## src/boot_strap_pkg.sv

```systemverilog
package boot_strap_pkg;

  // ---------------------------------------------------------------
  // register map
  // ---------------------------------------------------------------
  localparam logic [7:0] part_identity_addr  = 8'hc2;
  localparam int         id_family_lsb       = 4;
  // arbitrary neutral values
  localparam logic [3:0] id_family_code      = 4'h5;
  localparam logic [3:0] id_revision_code    = 4'h3;
  localparam logic [7:0] read_data_reset     = 8'h00;
  // edges after reset release before the synced strap level is valid
  localparam logic [1:0] strap_settle_count  = 2'h2;

  // ---------------------------------------------------------------
  // boot modes
  // ---------------------------------------------------------------
  typedef enum logic [2:0]
  {
    boot_reset    = 3'b001,
    boot_normal   = 3'b010,
    boot_download = 3'b100
  } boot_mode_type;

  typedef struct packed
  {
    logic [7:0] addr;
    logic       wr;
    logic       rd;
    logic [7:0] wdata;
  } reg_req_type;

endpackage : boot_strap_pkg

```

## src/boot_strap.sv

```systemverilog
`timescale 1ns/1ps
module boot_strap
  import boot_strap_pkg::*;
(
  input  wire logic        clock_in,
  input  wire logic        rst_b_in,
  input  wire reg_req_type reg_req_in,
  output logic [7:0]       reg_rdata_out,
  input  wire logic        fetch_strobe_n_pin_in,
  input  wire logic        fetch_strobe_n_core_in,
  output logic             fetch_strobe_n_out,
  output logic             fetch_strobe_n_oe_out,
  input  wire logic        code_space_select_n_in,
  output logic             download_mode_out,
  output logic             normal_mode_out,
  output logic             external_fetch_out,
  output logic             emulation_link_out
);

  // ---------------------------------------------------------------
  // synchronisers
  // ---------------------------------------------------------------
  logic          strobe_meta_r;
  logic          strobe_sync_r;
  logic          select_meta_r;
  logic          select_sync_r;
  boot_mode_type mode_r;

  always_ff @(posedge clock_in or negedge rst_b_in)
  begin
    if (!rst_b_in)
    begin
      strobe_meta_r <= 1'b1;
      strobe_sync_r <= 1'b1;
      select_meta_r <= 1'b1;
      select_sync_r <= 1'b1;
    end
    else
    begin
      strobe_meta_r <= fetch_strobe_n_pin_in;
      strobe_sync_r <= strobe_meta_r;
      select_meta_r <= code_space_select_n_in;
      select_sync_r <= select_meta_r;
    end
  end

  // ---------------------------------------------------------------
  // strap capture
  // ---------------------------------------------------------------
  // the sync chain still shows its reset level for two edges after release,
  // so the strap is taken only once the chain carries the real pin level
  logic [1:0] settle_r;
  logic       strap_ready;

  always_ff @(posedge clock_in or negedge rst_b_in)
  begin
    if (!rst_b_in)
      settle_r <= 2'h0;
    else if (settle_r != strap_settle_count)
      settle_r <= settle_r + 2'h1;
  end

  assign strap_ready = (settle_r == strap_settle_count);

  always_ff @(posedge clock_in or negedge rst_b_in)
  begin
    if (!rst_b_in)
      mode_r <= boot_reset;
    else
    begin
      case (mode_r)
        boot_reset:
          if (strap_ready)
            mode_r <= strobe_sync_r ? boot_normal : boot_download;
        boot_normal:
          mode_r <= boot_normal;
        boot_download:
          mode_r <= boot_download;
        default:
          mode_r <= boot_reset;
      endcase
    end
  end

  // ---------------------------------------------------------------
  // pin drive
  // ---------------------------------------------------------------
  always_comb
  begin
    fetch_strobe_n_oe_out = (mode_r != boot_reset);
    fetch_strobe_n_out    = fetch_strobe_n_core_in | (mode_r == boot_reset);
  end

  assign download_mode_out  = (mode_r == boot_download);
  assign normal_mode_out    = (mode_r == boot_normal);
  assign external_fetch_out = ~select_sync_r;
  assign emulation_link_out = select_sync_r;

  // ---------------------------------------------------------------
  // register read port
  // ---------------------------------------------------------------
  function automatic logic [7:0] identity_value();
    identity_value = {id_family_code, id_revision_code};
  endfunction : identity_value

  always_ff @(posedge clock_in or negedge rst_b_in)
  begin
    if (!rst_b_in)
      reg_rdata_out <= read_data_reset;
    else if (reg_req_in.rd && reg_req_in.addr == part_identity_addr)
      reg_rdata_out <= identity_value();
    else
      reg_rdata_out <= read_data_reset;
  end
endmodule : boot_strap

```

## config.mk

```make
export PLATFORM = sky130hd
export DESIGN_NAME = boot_strap
export DESIGN_NICKNAME = d
export VERILOG_FILES = /design/src/boot_strap_pkg.sv /design/src/boot_strap.sv
export SDC_FILE = /design/constraint.sdc
export NUM_CORES = 1
export LEC_CHECK = 0
export BUFFER_PORTS_ARGS = -buffer_cell sky130_fd_sc_hd__buf_2
export CAP_MARGIN = 20
export CORE_MARGIN = 2
export CORE_UTILIZATION = 36
export CTS_CLUSTER_DIAMETER = 200
export CTS_CLUSTER_SIZE = 28
export DETAILED_ROUTE_END_ITERATION = 10
export PLACE_DENSITY = 0.74
export SYNTH_ARGS = -nofsm -noshare
export SYNTH_HDL_FRONTEND = slang
export SYNTH_SLANG_ARGS = --single-unit
export TNS_END_PERCENT = 1
```

## constraint.sdc

```tcl
create_clock -name clock_in -period 1.26 [get_ports clock_in]
set_input_delay 0 -clock clock_in [delete_from_list [all_inputs] [get_ports clock_in]]
set_output_delay 0 -clock clock_in [all_outputs]
set_load 0.005 [all_outputs]
```

Yosys cells after proc, flatten, opt, wreduce, memory -nomap -nowiden
Cells that the tools add are included.
Storage, ports and cells
  memories kept: 0
  bits in latches: 0
  output and inout port bits: 14
  RAM bits: 0
  memory bits (read-only): 0
  flip-flop bits (word level): 16
Cells by class
  reductions and logical operators: 1
  equal/unequal tests: 8
  add/sub/neg operators: 1
  magnitude comparators: 0
  multiply operators: 0
  bitwise operators: 2
  mux-type cells: 4
  div/mod/pow operators: 0
  shifts and indexed selects: 0
Operators with widths (number)
  $pmux W3 S3: 1
  $eq A8 B8 Y1 const B: 1
  $mux W7: 1
  $mux W3: 2
  $ne A2 B2 Y1 const B: 2
  $eq A3 B1 Y1 const B: 1
  $eq A3 B2 Y1 const B: 1
  $eq A3 B3 Y1 const B: 1
  $ne A3 B1 Y1 const B: 1
  $add A2 B1 Y2 const B: 1
  $eq A2 B2 Y1 const B: 1
  $logic_and A1 B1 Y1: 1
  $not A1 Y1: 1
  $or A1 B1 Y1: 1

Depth between registers and ports, before layout
Gate-level depths: netlist of the first run.
  depth after elaboration: 3
  depth in mapped cells: 4
  mapped depth without buffers: 4

Worst setup path after synthesis of the first run
Ideal clock, no wire load.
  path kind: flip-flop to flip-flop
  from: register settle_r[0]
  to: register mode_r[0]
  required time: 1169 ps
  path buffers: 0
  setup slack: 196 ps
  clock period less this slack: 1064 ps
  arrival time: 973 ps
  stages on the path, launching flop included: 5
  library setup time: 91 ps
  cell sequence: dfrtp_1 inv_1 ha_1 nor4bb_1 nor3_1
On the way
  word-level cells in the longest chain between the ends: 2
RTL lines
  start, declared: line boot_strap.sv:52  | logic [1:0] settle_r;
  start signal, assigned: line boot_strap.sv:60  | settle_r <= settle_r + 2'h1;
  $eq A2 B2 Y1: line boot_strap.sv:63  | assign strap_ready = (settle_r == strap_settle_count);
  $ne A2 B2 Y1 (no source line)
  end signal, assigned: line boot_strap.sv:68  | mode_r <= boot_reset;
  end signal, assigned: line boot_strap.sv:74  | mode_r <= strobe_sync_r ? boot_normal : boot_download;
  end signal, assigned: line boot_strap.sv:76  | mode_r <= boot_normal;
  end, declared: line boot_strap.sv:27  | boot_mode_type mode_r;
Every way passes these cells.
A chain may end at the register's enable or synchronous reset.

Worst setup path in the final report of the first run
  from: register mode_r[0]
  to: output fetch_strobe_n_out
On the way
  word-level cells in the longest chain between the ends: 2
RTL lines
  $eq A3 B1 Y1: line boot_strap.sv:91  | fetch_strobe_n_out = fetch_strobe_n_core_in | (mode_r == boot_reset);
  $or A1 B1 Y1: line boot_strap.sv:91
  end, declared: line boot_strap.sv:11  | output logic fetch_strobe_n_out,
Every way passes these cells.

==> results.yml, run 1 <==
worst_setup_path:
  worstPathCellList: "or3b_4, nand2b_1, buf_2"
  arrival_ns: 1.33
  path_class: "register to output pin"
  worst_setup_path_start_kind: "register"
  rr_worst_depth: 4
  max_stage_delay_ns: 0.52
  critPathBufInv: 1
  cp-end-kind: "output pin"
  r2r_start: "settle_r[0]"
  reg2reg_slack_ns: 0.13
  critical_path.max_fanout: 2
  crit_family: "flip-flops"
  r2r-end: "mode_r[0]"
  cp.required_ns: 1.26
  slowest_stage: "dfstp_2"
yosys:
  ys_async_sr_fraction: 1.00
  yosysWarningCount: 0
  synth_seq_cells: 10
  yosys.area.top_type: "dfstp_2"
  synth-edff-count: 0
  synth_common_cells: "buf_4 (7), dfrtp_1 (5), dfstp_2 (5), nand2b_1 (3)"
  synth_top_flop_cell: "dfstp_2"
  synth.distinct_cells: 18
  synth_most_common_cell: "buf_4"
  synthCells: 39
  seq_area_frac_synth: 0.548
  synth_top_area_share: 0.281
  netlist_area_um2: 468
  synth_area_leaders: "dfstp_2 (28%), dfrtp_1 (27%), buf_4 (11%)"
  syn_area_per_cell_um2: 12.0
power_and_ir_drop:
  total_power_mw: 1.08
  combPwrFrac: 0.316
  peakVddDrop_uv: 948
  pwr-share-seq: 0.429
  power_density_nw_per_um2: 1550
  p_int_mw: 0.783
  clkPwrFrac: 0.255
  p_switching_mw: 0.296
  switching_share: 0.274
  power.leakage_nw: 0.344
grt:
  grt_antenna_before_repair: 0
  grt_start_max_net_pins: 11
  track_usage: 0.121
  grt_pass1_vias: 328
  grt_pass1_wl_mm: 1.20
  grt_overflow: 0
hold_path:
  worstHoldPathCells: 3
  hp-start: "reg_req_in[16]"
  holdPathEnd: "reg_rdata_out[4]"
  hold_class: "input pin to register"
drt:
  viasPerCell: 4.52
  drc_errors: 0
  vias: 384
  wl_per_cell_um: 11.1
  totalWireLength_um: 946
  drt_iter0_drc: 6
  drtAntennaViolNets: 0
  dr.pass1.iters: 4
timing:
  skew_ns: 0.00313
  min_period_ns: 1.33
  grt_setup_unrepaired: "true"
  fin_tns_setup_ns: -0.0924
  worst_slack_ns: -0.0663
  final_max_slew_viol_count: 0
  fmax_ghz: 0.754
  period_share: 1.05
  hold_viol: 0
  setup_viol: 2
final_layout:
  num_antenna_cells: 0
  fin_nets: 96
  fin_area_um2: 696
  instances_no_fill: 85
  final_layout_size_suffix_gt1_frac: 0.521
  area_delta_synth_final_pct: 48.7
die:
  num_rows: 12
  io_pins: 37
  die_y_um: 40.1
  initial_core_util: 0.405
  core_region_area_um2: 1160
  die_area_um2: 1600
  die_width_um: 40.1
place:
  gp_congestion: 0.663
  placed_cell_area_um2: 559
  post-dp-hpwl_um: 575
  dp.cells: 72
  io_buffers: 23
outcome:
  violations: "negative setup slack"
  outcome: "complete, but fails checks"
cts:
  cts_max_path_buffers: 2
  cts_root_buf: "clkbuf_4"
  clkTransAtPathRegs_ns: 0.06
  insertion_delay_ns: 0.26
  clock_sinks: 10
  cts_made_buffers: 3
  htree_levels: 1
  tritoncts: "done"
flow_run:
  maxCapViolCount: 0
[logic make-up after synthesis]
| kind of cell | Yosys count | share of synthesized area |
|---|---|---|
| adders and majority gates | 1 | 0.0267 |
| DFF | 10 | 0.548 |
| other | 1 | 0.00801 |
| xor gates and xnor gates | 1 | 0.0187 |
| buffers and inverters | 9 | 0.128 |
| and+or+nand+nor | 14 | 0.238 |
| AOI/OAI and AO/OA | 3 | 0.0321 |
[cell usage in the layout (no fill, tap or decap), types with 3 or more instances in the layout]
master,netlist,routed
buf_2,0,23
dfstp_2,5,5
nand2b_1,3,3
dfrtp_1,5,5
clkbuf_4,0,3
dlygate4sd3_1,0,8
conb_1,1,4
[worst reg2reg max path, stage by stage (launching register included)]
cell and delay, ns:
dfrtp_1 0.39, inv_1 0.06, ha_1 0.25, nor4bb_1 0.29, nor3_1 0.07
[layer usage]
layer | GRT usage | wire [µm] | vias up | part of all wire
met1 | 0.118 | 312 | 181 | 0.33
li1 | - | - | 186 | -
met3 | 0.0667 | 59 | 2 | 0.062
met4 | 0.0517 | 7 | 0 | 0.0074
met2 | 0.210 | 567 | 15 | 0.60
met5 | 0 | 0 | - | 0
[final cells by class]
cell class / count / area (µm²)
Fill cell: 103 / 460
Clock buffer: 4 / 36.3
Multi-Input combinational cell: 23 / 175
Tap cell: 14 / 17.5
Sequential cell: 10 / 256
Timing Repair Buffer: 32 / 203
Inverter: 2 / 7.51
[power groups by stage]
stage / Sequential, mW / Clock [mW] / Combinational [mW]
after floorplan: 0.460 / 0 / 0.167
after global placement: 0.486 / 0 / 0.240
after detailed placement: 0.487 / 0 / 0.247
after CTS: 0.458 / 0.283 / 0.309
after global routing: 0.477 / 0.306 / 0.381
final: 0.463 / 0.275 / 0.341
[state kept, by name (all words and copies together), names as in the netlist]
signal / count
mode_r: 3
strobe_sync_r: 1
emulation_link_out: 1
reg_rdata_out: 1
settle_r: 2
strobe_meta_r: 1
select_meta_r: 1
[worst max-delay path by stage]
stage | to | slack (ns) | cells past startpoint | startpoint
4_1_cts | fetch_strobe_n_out | -0.07 | 3 | mode_r[0]
5_1_grt | fetch_strobe_n_out | -0.14 | 3 | mode_r[0]
3_3_place_gp | mode_r[0] | 0.14 | 4 | settle_r[0]
3_5_place_dp | mode_r[0] | 0.1 | 4 | settle_r[0]
2_1_floorplan | mode_r[0] | 0.20 | 4 | settle_r[0]
6_report | fetch_strobe_n_out | -0.07 | 3 | mode_r[0]
[what timing repair did]
action	in CTS	in global routing
hold buffers	7	1
hold endpoints to repair	13	1
buffers inserted	1	0
setup endpoints to repair	2	4
resized for setup	0	3
[through the flow]
step                      hold slack, ns  setup slack (ns)  utilization
after floorplan                   -0.296             0.196            -
after global placement            -0.139             0.138        0.484
after detailed placement          -0.139            0.0955        0.484
after CTS                       0.000190           -0.0746        0.582
after global routing            0.000338            -0.137        0.602
final                            0.00766           -0.0663        0.602
Power figures use the tool's default switching activity.
==> inputs of run 2 (changes only) <==
--- a/config.mk
+++ b/config.mk
@@ -5,7 +5,7 @@
 export SDC_FILE = /design/constraint.sdc
 export NUM_CORES = 1
 export LEC_CHECK = 0
-export BUFFER_PORTS_ARGS = -buffer_cell sky130_fd_sc_hd__buf_2
+export BUFFER_PORTS_ARGS = -buffer_cell sky130_fd_sc_hd__clkbuf_2
 export CAP_MARGIN = 20
 export CORE_MARGIN = 2
 export CORE_UTILIZATION = 36
==> results.yml, run 2 (synthesis results as in run 1) <==
drt:
  drt_iter0_drc: 1
  wl_per_cell_um: 11.9
  vias: 411
  viasPerCell: 4.67
  drc_errors: 0
  totalWireLength_mm: 1.05
  dr.pass1.iters: 2
  drtAntennaViolNets: 0
final_layout:
  fin_nets: 99
  nFillCells: 96
  instances_no_fill: 88
  layout_common_cells: "clkbuf_2 (22), dlygate4sd3_1 (11), dfstp_2 (5), dfrtp_1 (5), conb_1 (4)"
  reg_top3: "mode_r (3), settle_r (2)"
  num_antenna_cells: 0
  area_delta_synth_final_pct: 57.0
  seq_area_um2: 256
  final_layout_size_suffix_gt1_frac: 0.527
  multi_input_area_um2: 184
  regMostFlops: "mode_r"
  largest_reg_flops: 3
  layout_commonest_cell: "clkbuf_2"
timing:
  final_max_slew_viol_count: 0
  worst_slack_ns: -0.0702
  min_period_ns: 1.33
  hold_viol: 0
  skew_ns: 0.000772
  fmax_ghz: 0.752
  grt_setup_unrepaired: "true"
  setup_viol: 2
  period_share: 1.06
grt:
  grt_start_max_net_pins: 11
  track_usage: 0.159
  grt_pass1_vias: 405
  grt_overflow: 0
  grt_pass1_wl_mm: 1.52
  grt_antenna_before_repair: 0
place:
  pre_cts_ws_ns: 0.115
  io_buffers: 23
  dp.cells: 72
  post-dp-hpwl_um: 605
  gp_congestion: 0.652
hold_path:
  hold_class: "input pin to register"
  worstHoldPathCells: 3
  holdPathEnd: "reg_rdata_out[4]"
  hp-start: "reg_req_in[11]"
worst_setup_path:
  r2r_start: "settle_r[0]"
  r2r-end: "mode_r[0]"
  max_stage_delay_ns: 0.53
  rr_worst_depth: 4
  critPathBufInv: 1
  path_class: "register to output pin"
  reg2reg_slack_ns: 0.17
  slowest_stage: "dfstp_2"
  worst_setup_path_start_kind: "register"
  crit_family: "flip-flops"
  arrival_ns: 1.33
  worstPathCellList: "or3b_4, nand2b_1, buf_2"
  critical_path.max_fanout: 2
  cp-end-kind: "output pin"
  cp.required_ns: 1.26
cts:
  tritoncts: "done"
  clock_sinks: 10
  cts_root_buf: "clkbuf_4"
  cts_max_path_buffers: 2
  clkTransAtPathRegs_ns: 0.06
  insertion_delay_ns: 0.26
  htree_levels: 1
  cts_made_buffers: 3
die:
  num_rows: 12
  initial_core_util: 0.405
  io_pins: 37
  die_width_um: 40.1
  core_region_area_um2: 1160
  die_area_um2: 1600
  die_y_um: 40.1
outcome:
  outcome: "complete, but fails checks"
  violations: "negative setup slack"
flow_run:
  maxCapViolCount: 0
power_and_ir_drop:
  power_density_nw_per_um2: 1520
  peakVddDrop_uv: 975
  power.leakage_nw: 0.355
==> run 2: changes by cell type in the layout (fill, tap and decap cells not counted), sizes merged <==
cell,delta
buf,-22
clkbuf,+22
dlygate4sd3,+3
==> run 2: layer usage <==
layer | vias up | track usage | wire length, µm
met5 | - | 0 | 0
li1 | 192 | - | -
met3 | 8 | 0.0500 | 50
met4 | 0 | 0.207 | 94
met2 | 19 | 0.238 | 548
met1 | 192 | 0.154 | 353
==> run 2: tightest hold or removal path, delay by kind of cell <==
kind / cells / cell delay (ns)
buffers and inverters: 1 / 0.09
AND/OR/NAND/NOR: 2 / 0.21
==> run 2: layout make-up <==
class | instances | area share
inverters | 2 | 0.0102
multi-input cells | 23 | 0.250
flip-flops and latches | 10 | 0.349
well taps | 14 | 0.0239
repair buffers | 35 | 0.317
clock buffers | 4 | 0.0494
==> run 2: report_power, final <==
part / switching, mW / total [mW] / internal, mW
Clock: 0.107 / 0.282 / 0.175
Combinational: 0.135 / 0.366 / 0.231
Sequential: 0.0739 / 0.469 / 0.395
Total: 0.315 / 1.12 / 0.801
==> run 2: worst max-delay path by stage <==
stage / from / end / slack (ns) / cells past startpoint
6_report: mode_r[0] / fetch_strobe_n_out / -0.07 / 3
5_1_grt: mode_r[0] / fetch_strobe_n_out / -0.17 / 3
4_1_cts: mode_r[0] / fetch_strobe_n_out / -0.08 / 3
3_5_place_dp: settle_r[0] / mode_r[0] / 0.12 / 4
3_3_place_gp: settle_r[0] / mode_r[0] / 0.14 / 4
2_1_floorplan: settle_r[0] / mode_r[0] / 0.20 / 4
==> run 2: timing repair <==
item / in CTS / in global routing
endpoints found under the hold margin: 13 / 0
hold buffers: 11 / 0
gates resized for setup: 0 / 6
endpoints found under the setup margin: 2 / 5
buffers inserted: 1 / 0
==> run 2: metrics by stage <==
step	utilization	area, µm²	total power [mW]	TNS, ns	hold WS (ns)
5_1_grt	0.635	734	1.22	-0.247	0.0588
6_report	0.635	734	1.12	-0.0871	0.0777
3_3_place_gp	0.484	559	0.724	0	-0.133
2_1_floorplan	-	479	0.627	0	-0.296
4_1_cts	0.617	713	1.07	-0.0983	0.0405
3_5_place_dp	0.484	559	0.732	0	-0.130
